===== src/verilog/etsr_pkg.sv =====
`default_nettype none
package etsr_pkg;
  // register byte offsets
  localparam logic [11:0] ETSR_SAMPLE5_PHASE_OFS       = 12'h58C;
  localparam logic [11:0] ETSR_SAMPLE6_NANOSECONDS_OFS = 12'h590;
  localparam logic [11:0] ETSR_SAMPLE6_SECONDS_OFS     = 12'h594;
  localparam logic [11:0] ETSR_SAMPLE6_PHASE_OFS       = 12'h598;
  localparam logic [11:0] ETSR_SAMPLE7_NANOSECONDS_OFS = 12'h59C;
  localparam logic [11:0] ETSR_SAMPLE7_SECONDS_OFS     = 12'h5A0;
  localparam logic [11:0] ETSR_UNIT_INDEX_OFS          = 12'h5FC;
  // field layout
  localparam int ETSR_ADDR_W      = 12;
  localparam int ETSR_NS_W        = 30;
  localparam int ETSR_SLOT_W      = 3;
  localparam int ETSR_EDGE_BIT    = 30;
  localparam int ETSR_UNIT_BIT    = 8;
  localparam int ETSR_UNITS       = 2;
  localparam logic [31:0] ETSR_ZERO_WORD = 32'h0000_0000;
  // slot codes within the 40 ns reference period
  localparam logic [2:0] ETSR_SLOT_0NS  = 3'h0;
  localparam logic [2:0] ETSR_SLOT_8NS  = 3'h1;
  localparam logic [2:0] ETSR_SLOT_16NS = 3'h2;
  localparam logic [2:0] ETSR_SLOT_24NS = 3'h3;
  localparam logic [2:0] ETSR_SLOT_32NS = 3'h4;
  // axi responses
  localparam logic [1:0] ETSR_RESP_OKAY   = 2'h0;
  localparam logic [1:0] ETSR_RESP_SLVERR = 2'h2;
endpackage : etsr_pkg
`default_nettype wire


===== src/verilog/etsr_sample_regs.sv =====
// Contract
// - phase word low bits give 8 ns slot
// - 16 ns slot code unresolved, use 010
// - nanoseconds bit 30 marks rising edge
// - nanoseconds in 29:0, bit 31 zero
// - seconds fill 32 bits, reset zero
// - unit index bit 8 selects sample source
// - three words: ns, seconds, phase; here sample 5 has only its phase word and sample 7 has no phase word
//
// Chosen here: the AXI4-Lite slave port.
`timescale 1ns/10ps
`default_nettype none
module etsr_sample_regs (
  // clock and reset
  input  wire  logic                              clock,
  input  wire  logic                              resetn,
  // capture side, one strobe per sample, shared by both units; cap_unit picks the unit
  input  wire  logic                              cap5_valid,
  input  wire  logic                              cap6_valid,
  input  wire  logic                              cap7_valid,
  input  wire  logic                              cap_unit,
  input  wire  logic [etsr_pkg::ETSR_NS_W-1:0]    cap_nanoseconds,
  input  wire  logic [31:0]                       cap_seconds,
  input  wire  logic [etsr_pkg::ETSR_SLOT_W-1:0]  cap_slot,
  input  wire  logic                              cap_rising,
  // axi4-lite write address
  input  wire  logic [etsr_pkg::ETSR_ADDR_W-1:0]  s_axi_awaddr,
  input  wire  logic                              s_axi_awvalid,
  output var   logic                              s_axi_awready,
  // axi4-lite write data
  input  wire  logic [31:0]                       s_axi_wdata,
  input  wire  logic [3:0]                        s_axi_wstrb,
  input  wire  logic                              s_axi_wvalid,
  output var   logic                              s_axi_wready,
  // axi4-lite write response
  output var   logic [1:0]                        s_axi_bresp,
  output var   logic                              s_axi_bvalid,
  input  wire  logic                              s_axi_bready,
  // axi4-lite read address
  input  wire  logic [etsr_pkg::ETSR_ADDR_W-1:0]  s_axi_araddr,
  input  wire  logic                              s_axi_arvalid,
  output var   logic                              s_axi_arready,
  // axi4-lite read data
  output var   logic [31:0]                       s_axi_rdata,
  output var   logic [1:0]                        s_axi_rresp,
  output var   logic                              s_axi_rvalid,
  input  wire  logic                              s_axi_rready
);
  import etsr_pkg::*;

  // one sample record per unit; fields kept side by side so they move as one
  // sample 5 keeps only its phase here, its time words sit outside this block
  logic [ETSR_SLOT_W-1:0] s5_slot_q [ETSR_UNITS];
  logic [ETSR_SLOT_W-1:0] s5_slot_d [ETSR_UNITS];
  logic [ETSR_NS_W-1:0]   s6_ns_q   [ETSR_UNITS];
  logic [ETSR_NS_W-1:0]   s6_ns_d   [ETSR_UNITS];
  logic [31:0]            s6_sec_q  [ETSR_UNITS];
  logic [31:0]            s6_sec_d  [ETSR_UNITS];
  logic [ETSR_SLOT_W-1:0] s6_slot_q [ETSR_UNITS];
  logic [ETSR_SLOT_W-1:0] s6_slot_d [ETSR_UNITS];
  logic                   s6_edge_q [ETSR_UNITS];
  logic                   s6_edge_d [ETSR_UNITS];
  logic [ETSR_NS_W-1:0]   s7_ns_q   [ETSR_UNITS];
  logic [ETSR_NS_W-1:0]   s7_ns_d   [ETSR_UNITS];
  logic [31:0]            s7_sec_q  [ETSR_UNITS];
  logic [31:0]            s7_sec_d  [ETSR_UNITS];
  logic                   s7_edge_q [ETSR_UNITS];
  logic                   s7_edge_d [ETSR_UNITS];
  logic                   unit_sel_q;
  logic                   unit_sel_d;

  // maps the raw slot code; 16 ns comes out as 010 (reserved 101 never shown)
  function automatic logic [ETSR_SLOT_W-1:0] etsr_slot_fix(input logic [ETSR_SLOT_W-1:0] c);
    unique case (c)
      ETSR_SLOT_0NS, ETSR_SLOT_8NS, ETSR_SLOT_16NS,
      ETSR_SLOT_24NS, ETSR_SLOT_32NS: etsr_slot_fix = c;
      default:                        etsr_slot_fix = ETSR_SLOT_0NS;
    endcase
  endfunction : etsr_slot_fix

  // capture: every field of a slot loads on the same strobe, so a read
  // never mixes parts of two events
  always_comb begin
    s5_slot_d = s5_slot_q;
    s6_ns_d   = s6_ns_q;
    s6_sec_d  = s6_sec_q;
    s6_slot_d = s6_slot_q;
    s6_edge_d = s6_edge_q;
    s7_ns_d   = s7_ns_q;
    s7_sec_d  = s7_sec_q;
    s7_edge_d = s7_edge_q;
    if (cap5_valid) begin
      s5_slot_d[cap_unit] = etsr_slot_fix(cap_slot);
    end
    if (cap6_valid) begin
      s6_ns_d[cap_unit]   = cap_nanoseconds;
      s6_sec_d[cap_unit]  = cap_seconds;
      s6_slot_d[cap_unit] = etsr_slot_fix(cap_slot);
      s6_edge_d[cap_unit] = cap_rising;
    end
    if (cap7_valid) begin
      s7_ns_d[cap_unit]   = cap_nanoseconds;
      s7_sec_d[cap_unit]  = cap_seconds;
      s7_edge_d[cap_unit] = cap_rising;
    end
  end

  // capture store registers; every field clears on reset
  always_ff @(posedge clock) begin
    if (!resetn) begin
      for (int u = 0; u < ETSR_UNITS; u++) begin
        s5_slot_q[u] <= '0;
        s6_ns_q[u]   <= '0;
        s6_sec_q[u]  <= '0;
        s6_slot_q[u] <= '0;
        s6_edge_q[u] <= 1'b0;
        s7_ns_q[u]   <= '0;
        s7_sec_q[u]  <= '0;
        s7_edge_q[u] <= 1'b0;
      end
    end else begin
      s5_slot_q <= s5_slot_d;
      s6_ns_q   <= s6_ns_d;
      s6_sec_q  <= s6_sec_d;
      s6_slot_q <= s6_slot_d;
      s6_edge_q <= s6_edge_d;
      s7_ns_q   <= s7_ns_d;
      s7_sec_q  <= s7_sec_d;
      s7_edge_q <= s7_edge_d;
    end
  end

  // nanoseconds word layout: reserved top bit, edge flag, value
  function automatic logic [31:0] etsr_ns_word(input logic e, input logic [ETSR_NS_W-1:0] n);
    etsr_ns_word                = ETSR_ZERO_WORD;
    etsr_ns_word[ETSR_NS_W-1:0] = n;
    etsr_ns_word[ETSR_EDGE_BIT] = e;
  endfunction : etsr_ns_word

  // bus addresses compare on the word; the two byte bits are ignored
  function automatic logic [ETSR_ADDR_W-1:0] etsr_word_addr(input logic [ETSR_ADDR_W-1:0] a);
    etsr_word_addr = {a[ETSR_ADDR_W-1:2], 2'h0};
  endfunction : etsr_word_addr

  // phase word layout: reserved zeros above the slot code
  function automatic logic [31:0] etsr_phase_word(input logic [ETSR_SLOT_W-1:0] c);
    etsr_phase_word                  = ETSR_ZERO_WORD;
    etsr_phase_word[ETSR_SLOT_W-1:0] = c;
  endfunction : etsr_phase_word

  // unit index word: only the select bit exists, the rest reads zero
  function automatic logic [31:0] etsr_unit_word(input logic s);
    etsr_unit_word                = ETSR_ZERO_WORD;
    etsr_unit_word[ETSR_UNIT_BIT] = s;
  endfunction : etsr_unit_word

  // write channel state
  logic       aw_seen_q, aw_seen_d;
  logic       w_seen_q,  w_seen_d;
  logic [ETSR_ADDR_W-1:0] awaddr_q, awaddr_d;
  logic [31:0] wdata_q, wdata_d;
  logic [3:0]  wstrb_q, wstrb_d;
  logic        bvalid_q, bvalid_d;
  logic [1:0]  bresp_q, bresp_d;

  // write path: address and data taken in either order, reply after both
  always_comb begin
    aw_seen_d  = aw_seen_q;
    w_seen_d   = w_seen_q;
    awaddr_d   = awaddr_q;
    wdata_d    = wdata_q;
    wstrb_d    = wstrb_q;
    bvalid_d   = bvalid_q;
    bresp_d    = bresp_q;
    unit_sel_d = unit_sel_q;
    if (s_axi_awvalid && !aw_seen_q && !bvalid_q) begin
      aw_seen_d = 1'b1;
      awaddr_d  = s_axi_awaddr;
    end
    if (s_axi_wvalid && !w_seen_q && !bvalid_q) begin
      w_seen_d = 1'b1;
      wdata_d  = s_axi_wdata;
      wstrb_d  = s_axi_wstrb;
    end
    if (aw_seen_q && w_seen_q) begin
      aw_seen_d = 1'b0;
      w_seen_d  = 1'b0;
      bvalid_d  = 1'b1;
      bresp_d   = ETSR_RESP_SLVERR; // sample words are read only
      if (etsr_word_addr(awaddr_q) == ETSR_UNIT_INDEX_OFS) begin
        bresp_d = ETSR_RESP_OKAY;
        if (wstrb_q[1]) begin
          unit_sel_d = wdata_q[ETSR_UNIT_BIT];
        end
      end
    end
    if (bvalid_q && s_axi_bready) begin
      bvalid_d = 1'b0;
    end
  end

  // write path registers
  always_ff @(posedge clock) begin
    if (!resetn) begin
      aw_seen_q  <= 1'b0;
      w_seen_q   <= 1'b0;
      awaddr_q   <= '0;
      wdata_q    <= ETSR_ZERO_WORD;
      wstrb_q    <= 4'h0;
      bvalid_q   <= 1'b0;
      bresp_q    <= ETSR_RESP_OKAY;
      unit_sel_q <= 1'b0;
    end else begin
      aw_seen_q  <= aw_seen_d;
      w_seen_q   <= w_seen_d;
      awaddr_q   <= awaddr_d;
      wdata_q    <= wdata_d;
      wstrb_q    <= wstrb_d;
      bvalid_q   <= bvalid_d;
      bresp_q    <= bresp_d;
      unit_sel_q <= unit_sel_d;
    end
  end

  // ready is a registered pulse in the cycle after the acceptance; it is
  // held off while a pulse stands so a held valid is never taken twice
  logic awready_q, awready_d;
  logic wready_q,  wready_d;
  always_comb begin
    awready_d = s_axi_awvalid && !aw_seen_q && !bvalid_q && !awready_q;
    wready_d  = s_axi_wvalid && !w_seen_q && !bvalid_q && !wready_q;
  end

  // ready pulse registers
  always_ff @(posedge clock) begin
    if (!resetn) begin
      awready_q <= 1'b0;
      wready_q  <= 1'b0;
    end else begin
      awready_q <= awready_d;
      wready_q  <= wready_d;
    end
  end

  // read state
  logic        rvalid_q, rvalid_d;
  logic [31:0] rdata_q, rdata_d;
  logic [1:0]  rresp_q, rresp_d;
  logic        arready_q, arready_d;

  // read decode; the selected unit chooses which record answers
  always_comb begin
    rvalid_d  = rvalid_q;
    rdata_d   = rdata_q;
    rresp_d   = rresp_q;
    arready_d = 1'b0;
    if (rvalid_q && s_axi_rready) begin
      rvalid_d = 1'b0;
    end
    if (s_axi_arvalid && !rvalid_q && !arready_q) begin
      arready_d = 1'b1;
      rvalid_d  = 1'b1;
      rresp_d   = ETSR_RESP_OKAY;
      unique case (etsr_word_addr(s_axi_araddr))
        ETSR_SAMPLE5_PHASE_OFS:
          rdata_d = etsr_phase_word(s5_slot_q[unit_sel_q]);
        ETSR_SAMPLE6_NANOSECONDS_OFS:
          rdata_d = etsr_ns_word(s6_edge_q[unit_sel_q], s6_ns_q[unit_sel_q]);
        ETSR_SAMPLE6_SECONDS_OFS:
          rdata_d = s6_sec_q[unit_sel_q];
        ETSR_SAMPLE6_PHASE_OFS:
          rdata_d = etsr_phase_word(s6_slot_q[unit_sel_q]);
        ETSR_SAMPLE7_NANOSECONDS_OFS:
          rdata_d = etsr_ns_word(s7_edge_q[unit_sel_q], s7_ns_q[unit_sel_q]);
        ETSR_SAMPLE7_SECONDS_OFS:
          rdata_d = s7_sec_q[unit_sel_q];
        ETSR_UNIT_INDEX_OFS:
          rdata_d = etsr_unit_word(unit_sel_q);
        default: begin
          rdata_d = ETSR_ZERO_WORD;
          rresp_d = ETSR_RESP_SLVERR;
        end
      endcase
    end
  end

  // read registers
  always_ff @(posedge clock) begin
    if (!resetn) begin
      rvalid_q  <= 1'b0;
      rdata_q   <= ETSR_ZERO_WORD;
      rresp_q   <= ETSR_RESP_OKAY;
      arready_q <= 1'b0;
    end else begin
      rvalid_q  <= rvalid_d;
      rdata_q   <= rdata_d;
      rresp_q   <= rresp_d;
      arready_q <= arready_d;
    end
  end

  // outputs straight from flops
  assign s_axi_awready = awready_q;
  assign s_axi_wready  = wready_q;
  assign s_axi_bvalid  = bvalid_q;
  assign s_axi_bresp   = bresp_q;
  assign s_axi_arready = arready_q;
  assign s_axi_rvalid  = rvalid_q;
  assign s_axi_rdata   = rdata_q;
  assign s_axi_rresp   = rresp_q;
endmodule : etsr_sample_regs
`default_nettype wire


===== config.mk =====
export PLATFORM = sky130hd
export DESIGN_NAME = etsr_sample_regs
export DESIGN_NICKNAME = d
export VERILOG_FILES = /design/src/verilog/etsr_pkg.sv /design/src/verilog/etsr_sample_regs.sv
export SDC_FILE = /design/constraint.sdc
export NUM_CORES = 1
export LEC_CHECK = 0
export ABC_AREA = 1
export BUFFER_PORTS_ARGS = -buffer_cell sky130_fd_sc_hd__clkbuf_2
export CAP_MARGIN = 10
export CELL_PAD_IN_SITES_DETAIL_PLACEMENT = 0
export CELL_PAD_IN_SITES_GLOBAL_PLACEMENT = 1
export CORE_MARGIN = 2
export CORE_UTILIZATION = 42
export CTS_BUF_LIST = sky130_fd_sc_hd__clkbuf_16
export CTS_CLUSTER_DIAMETER = 120
export DETAILED_ROUTE_END_ITERATION = 12
export MAX_ROUTING_LAYER = met4
export PLACE_DENSITY = 0.79
export SETUP_SLACK_MARGIN = 0.15
export SLEW_MARGIN = 20
export SYNTH_ARGS = -nofsm -noshare
export SYNTH_HDL_FRONTEND = slang
export SYNTH_SLANG_ARGS = --single-unit

===== constraint.sdc =====
create_clock -name clock -period 1.8 [get_ports clock]
set_input_delay 0.27 -clock clock [delete_from_list [all_inputs] [get_ports clock]]
set_output_delay 0.27 -clock clock [all_outputs]
set_load 0.02 [all_outputs]

Yosys cells after proc, flatten, opt, wreduce, memory -nomap -nowiden

Index checks and enable logic that the tools add are counted.

Bits in registers: 331

Bitwise gates (word level): 3
Equality and inequality tests: 12
Reduce and logical (&&, ||, !) cells: 26
Muxes and demuxes: 49
Order comparisons: 3

Operators by type and width:

| kind                | number |
|---|---|
| $mux 32             | 7 |
| $pmux 32 s7         | 1 |
| $mux 30             | 7 |
| $bwmux 64           | 2 |
| $bwmux 60           | 2 |
| $eq 10x9->1 const B | 8 |
| $demux 32 s1        | 1 |
| $demux 30 s1        | 1 |
| $mux 3              | 10 |
| $bwmux 6            | 2 |
| $logic_and 1x1->1   | 12 |
| $mux 1              | 10 |
| $logic_not 1->1     | 7 |
| $reduce_or 7->1     | 1 |
| $eq 3x2->1 const B  | 2 |
| $reduce_or 5->1     | 1 |
| $bwmux 2            | 2 |
| $ge 2x2->1 const B  | 2 |
| $mux 2              | 2 |
| $not 1->2           | 2 |
| $reduce_or 2->1     | 2 |
| $demux 3 s1         | 1 |
| $eq 3x1->1 const B  | 1 |
| $eq 3x3->1 const B  | 1 |
| 6 further kinds     | 6 |

Depth between registers and ports, before layout

Depth after elaboration: 6
Mapped depth: 11
Depth with buffers taken out: 10

Least setup slack after synthesis

No wires, ideal clock.

Path kind: reg-to-reg
From: register unit_sel_q
To: register rdata_q[3] (netlist: s_axi_rdata[3])
Cell stages (with the launch flop): 8
Slack: 405 ps
Arrival time: 1267 ps
Library setup time: 128 ps
Path through: dfxtp_1 -> buf_2 -> buf_4 -> buf_2 -> mux2i_1 -> nor2_1 -> nor3_1 -> a21oi_1

Word-level cells in the longest chain between the ends: 5

RTL lines:

| item                                                               | line                    | text |
|---|---|---|
| start, declared                                                    | etsr_sample_regs.sv:69  | `logic unit_sel_q;` |
| start signal, assigned                                             | etsr_sample_regs.sv:221 | `unit_sel_q <= unit_sel_d;` |
| $not 1->2 (not written as such) (*)                                | --                      |  |
| $mux 32 (not written as such) (tied with other cells) (3 in a row) | etsr_sample_regs.sv:276 | `rdata_d = s7_sec_q[unit_sel_q];` |
| $pmux 32 s7 (*)                                                    | etsr_sample_regs.sv:264 | `unique case (etsr_word_addr(s_axi_araddr))` |
| end signal, assigned                                               | etsr_sample_regs.sv:296 | `rdata_q <= rdata_d;` |
| end, declared                                                      | etsr_sample_regs.sv:247 | `logic [31:0] rdata_q, rdata_d;` |

Mark *: on every way between the ends. The rest lies on a longest branch, timed or not. The select of a mux whose other input is x is not followed.
A chain may end at the register's enable or synchronous reset.

Worst setup path after layout

From: register unit_sel_q
To: register rdata_q[2] (netlist: s_axi_rdata[2])

Word-level cells in the longest chain between the ends: 5

RTL lines:

| item                                                               | line |
|---|---|
| $not 1->2 (not written as such) (*)                                | -- |
| $mux 32 (not written as such) (tied with other cells) (3 in a row) | etsr_sample_regs.sv:276 |
| $pmux 32 s7 (*)                                                    | etsr_sample_regs.sv:264 |

Marks and branches as above.

==> metrics.yaml <==
critical_path:
  critPathRequiredTime_ns: 2.18
  crit_path_end_kind: "flip-flop"
  critPathArrivalTime_ns: 1.95
  r2r_slack_ns: 0.23
  critPathLaunchType: "flip-flop"
  crit_fanout: 65
  path_class: "flip-flop to flip-flop"
timing:
  rsz0062_at_grt: "true"
  fin_crit_sh: 0.875
  hold_slack_ns: 0.0114
  skew_ns: 0.00953
  timing.slew.headroom: 0.664
  finalMaxSlewViolations: 0
  fmax_mhz: 635
  worstMarginPinSlew_ns: 0.499
  hold_viol_final: 0
  setup-violations-final: 0
  period_minus_slack_ns: 1.57
  postLayoutSetupSlackWorst_ns: 0.225
  tns_ns: 0
final_layout:
  fin_nets: 2085
  fin_util: 0.501
  fin_cells: 2373
  area_growth_pct: 17.9
  drive_above_1_share: 0.130
  seqCellArea_sq_mm: 0.00637
  final_area_sq_mm: 0.0158
  multi_input_area_sq_mm: 0.00609
  fillCellCount: 3208
power:
  p_per_area_mw_per_mm2: 1040
  sw_frac_of_total: 0.251
  clockPowerShare: 0.426
  net-switching-power_mw: 4.09
  total_power_mw: 16.3
  pwr-share-seq: 0.474
  p_int_mw: 12.2
  leakage_nw: 6.39
  p_comb_frac: 0.100
  max-vdd-ir-drop_mv: 0.539
die:
  die_w_um: 182
  core_sq_mm: 0.0315
  initial_core_util: 0.425
  rows: 65
  die_y_um: 182
  ios: 178
  die_area_sq_mm: 0.0333
synth:
  synthFlopType: "dfxtp_1"
  ys_ff_latch: 318
  synth_adder_area_share: 0
  synth_area_leaders: "dfxtp_1 (48%), o21ai_0 (14%), nor2_1 (14%), nand2_1 (6.0%), mux2i_1 (4.2%)"
  yosys.area_share.simple: 0.220
  ys_seq_area_frac: 0.476
  yosysMostFrequentCell: "nor2_1"
  synth_edf_count: 0
  synth_top_area_frac: 0.476
  synth_area_leader_cell: "dfxtp_1"
  syn_area_per_cell_sq_um: 7.19
  synthDistinctLibCells: 31
  synth_top_family_by_area: "simple AND/OR/NAND/NOR gates"
  netlist_area_sq_mm: 0.0134
  synth_xor_xnor_area_share: 0
  synthCells: 1859
  muxShareOfSynthArea: 0.0419
  synth.cells.most_frequent: "nor2_1 (482), o21ai_0 (374), dfxtp_1 (318)"
  ys_async_sr_fraction: 0
  yosys_warnings: 0
  synth_compound_area_frac: 0.192
clock_tree:
  cts_tree: "done"
  htreeDepth: 2
  cts_sinks: 318
  clk_path_buf_depth: 3
  cts_setup_buffers: 0
  clkLatencyLatePin_ns: 0.51
  cts_made_buffers: 36
  cts_root_buffer: "clkbuf_16"
  path_clk_slew_ns: 0.06
global_route:
  grt_max_degree: 70
  grt_first_pass_wirelength_um: 60800
  antenna_found_initial: 1
  grt_util_met1: 0.308
  first_global_vias: 11400
  met3_usage: 0.0343
  grt_overflow_total: 0
  grt_usage: 0.235
  grt_use_met2: 0.384
  busiest_layer: "met2"
placement:
  gp_congestion: 0.781
  pre_cts_slack_ns: -0.0296
  hpwl_um: 22500
  postPlaceCellArea_sq_mm: 0.0146
  dp.cells: 2311
  io_buffers: 137
drt:
  firstDrtPassIters: 6
  drc: 0
  viasPerCell: 5.08
  post_drt_wl_per_cell_um: 15.8
  drt_iter0_markers: 741
  ant_nets: 0
  finalWirelength_um: 37500
  num_vias: 12100
status:
  status: "finished clean"
worst_hold_path:
  hp-class: "input pin to flip-flop"
flow_run:
  timing.max_cap.violations: 0
layout by cell type, fill, tap and decap left out:
cell type	instances
nor3_4	1
inv_1	90
o22ai_1	3
o211ai_1	1
dfxtp_4	1
nand4_1	10
clkinvlp_4	1
nor2_2	1
clkinv_1	7
buf_12	22
nor3_1	12
nor4_1	2
clkbuf_16	37
conb_1	2
buf_4	22
nand3_1	15
nor2_1	482
nor2_4	4
dfxtp_1	317
o21a_1	1
inv_2	7
o21ai_0	374
diode_2	1
nand2_2	8
bufinv_16	3
dlygate4sd3_1	1
mux2i_1	56
nor2_8	1
buf_16	1
nand2_4	1
inv_4	1
clkbuf_2	136
a21oi_1	111
clkinv_2	8
o21ai_1	20
buf_6	1
nand2_1	210
registers in the layout, summed over array words and instances, names as in the netlist, 2 cells and up:
signal       count
s7_ns_q         60
s6_sec_q        64
s6_ns_q         60
s_axi_rdata     32
s7_edge_q        2
s5_slot_q        6
s6_slot_q        6
s6_edge_q        2
awaddr_q        10
s7_sec_q        64
metal layers:
layer / vias up / share of wire / wire length, um
met5: - / 0 / 0
met3: 59 / 0.044 / 1660
met1: 5568 / 0.47 / 17700
met4: 0 / 0.018 / 666
met2: 233 / 0.47 / 17500
li1: 6205 / - / -
logic make-up (layout without fill, tap and decap cells):
family,after synthesis,count (layout)
other,1,3
multiplexers,56,56
AO/OA/AOI/OAI,510,510
flip-flops,318,318
buffers and inverters,227,337
AND/OR/NAND/NOR,747,747
timing repair:
action,in CTS,in global routing
endpoints found under the setup margin,0,9
hold endpoints to repair,1,0
hold buffers,1,0
resized for setup,0,3
path summary, 6_finish.rpt:
kind	startpoint	to	depth (start not counted)
worst max-delay path	unit_sel_q	s_axi_rdata[2]	7
worst max register to register	unit_sel_q	s_axi_rdata[2]	7
worst min-delay path	s_axi_rready	s_axi_rvalid	4
worst min register to register	s_axi_awready	s_axi_awready	1
power by group through the flow:
| stage | clock, mW | combinational [mW] | sequential, mW |
|---|---|---|---|
| 2_1_floorplan | 0 | 0.988 | 7.92 |
| 3_3_place_gp | 0 | 1.62 | 7.88 |
| 3_5_place_dp | 0 | 1.64 | 7.89 |
| 4_1_cts | 7.10 | 1.65 | 7.74 |
| 5_1_grt | 7.42 | 1.88 | 7.79 |
| 6_report | 6.96 | 1.64 | 7.74 |
worst max-delay path, cell delays in order (launching register included):
cell and delay [ns]:
dfxtp_4 0.44, buf_16 0.31, mux2i_1 0.24, nor2_1 0.05, nor2_1 0.18, nand2_1 0.07
nand2_1 0.06, a21oi_1 0.06
final cells by class:
class                      count  share of cell area
clock buffer                  37              0.0588
inverter                      94              0.0227
antenna                        1            0.000159
multi-input combinational   1315               0.386
sequential                   318               0.404
clock inverter                23              0.0112
timing repair buffer         183              0.0847
tap                          402              0.0319
No activity file was read; power rests on OpenSTA's default activity.
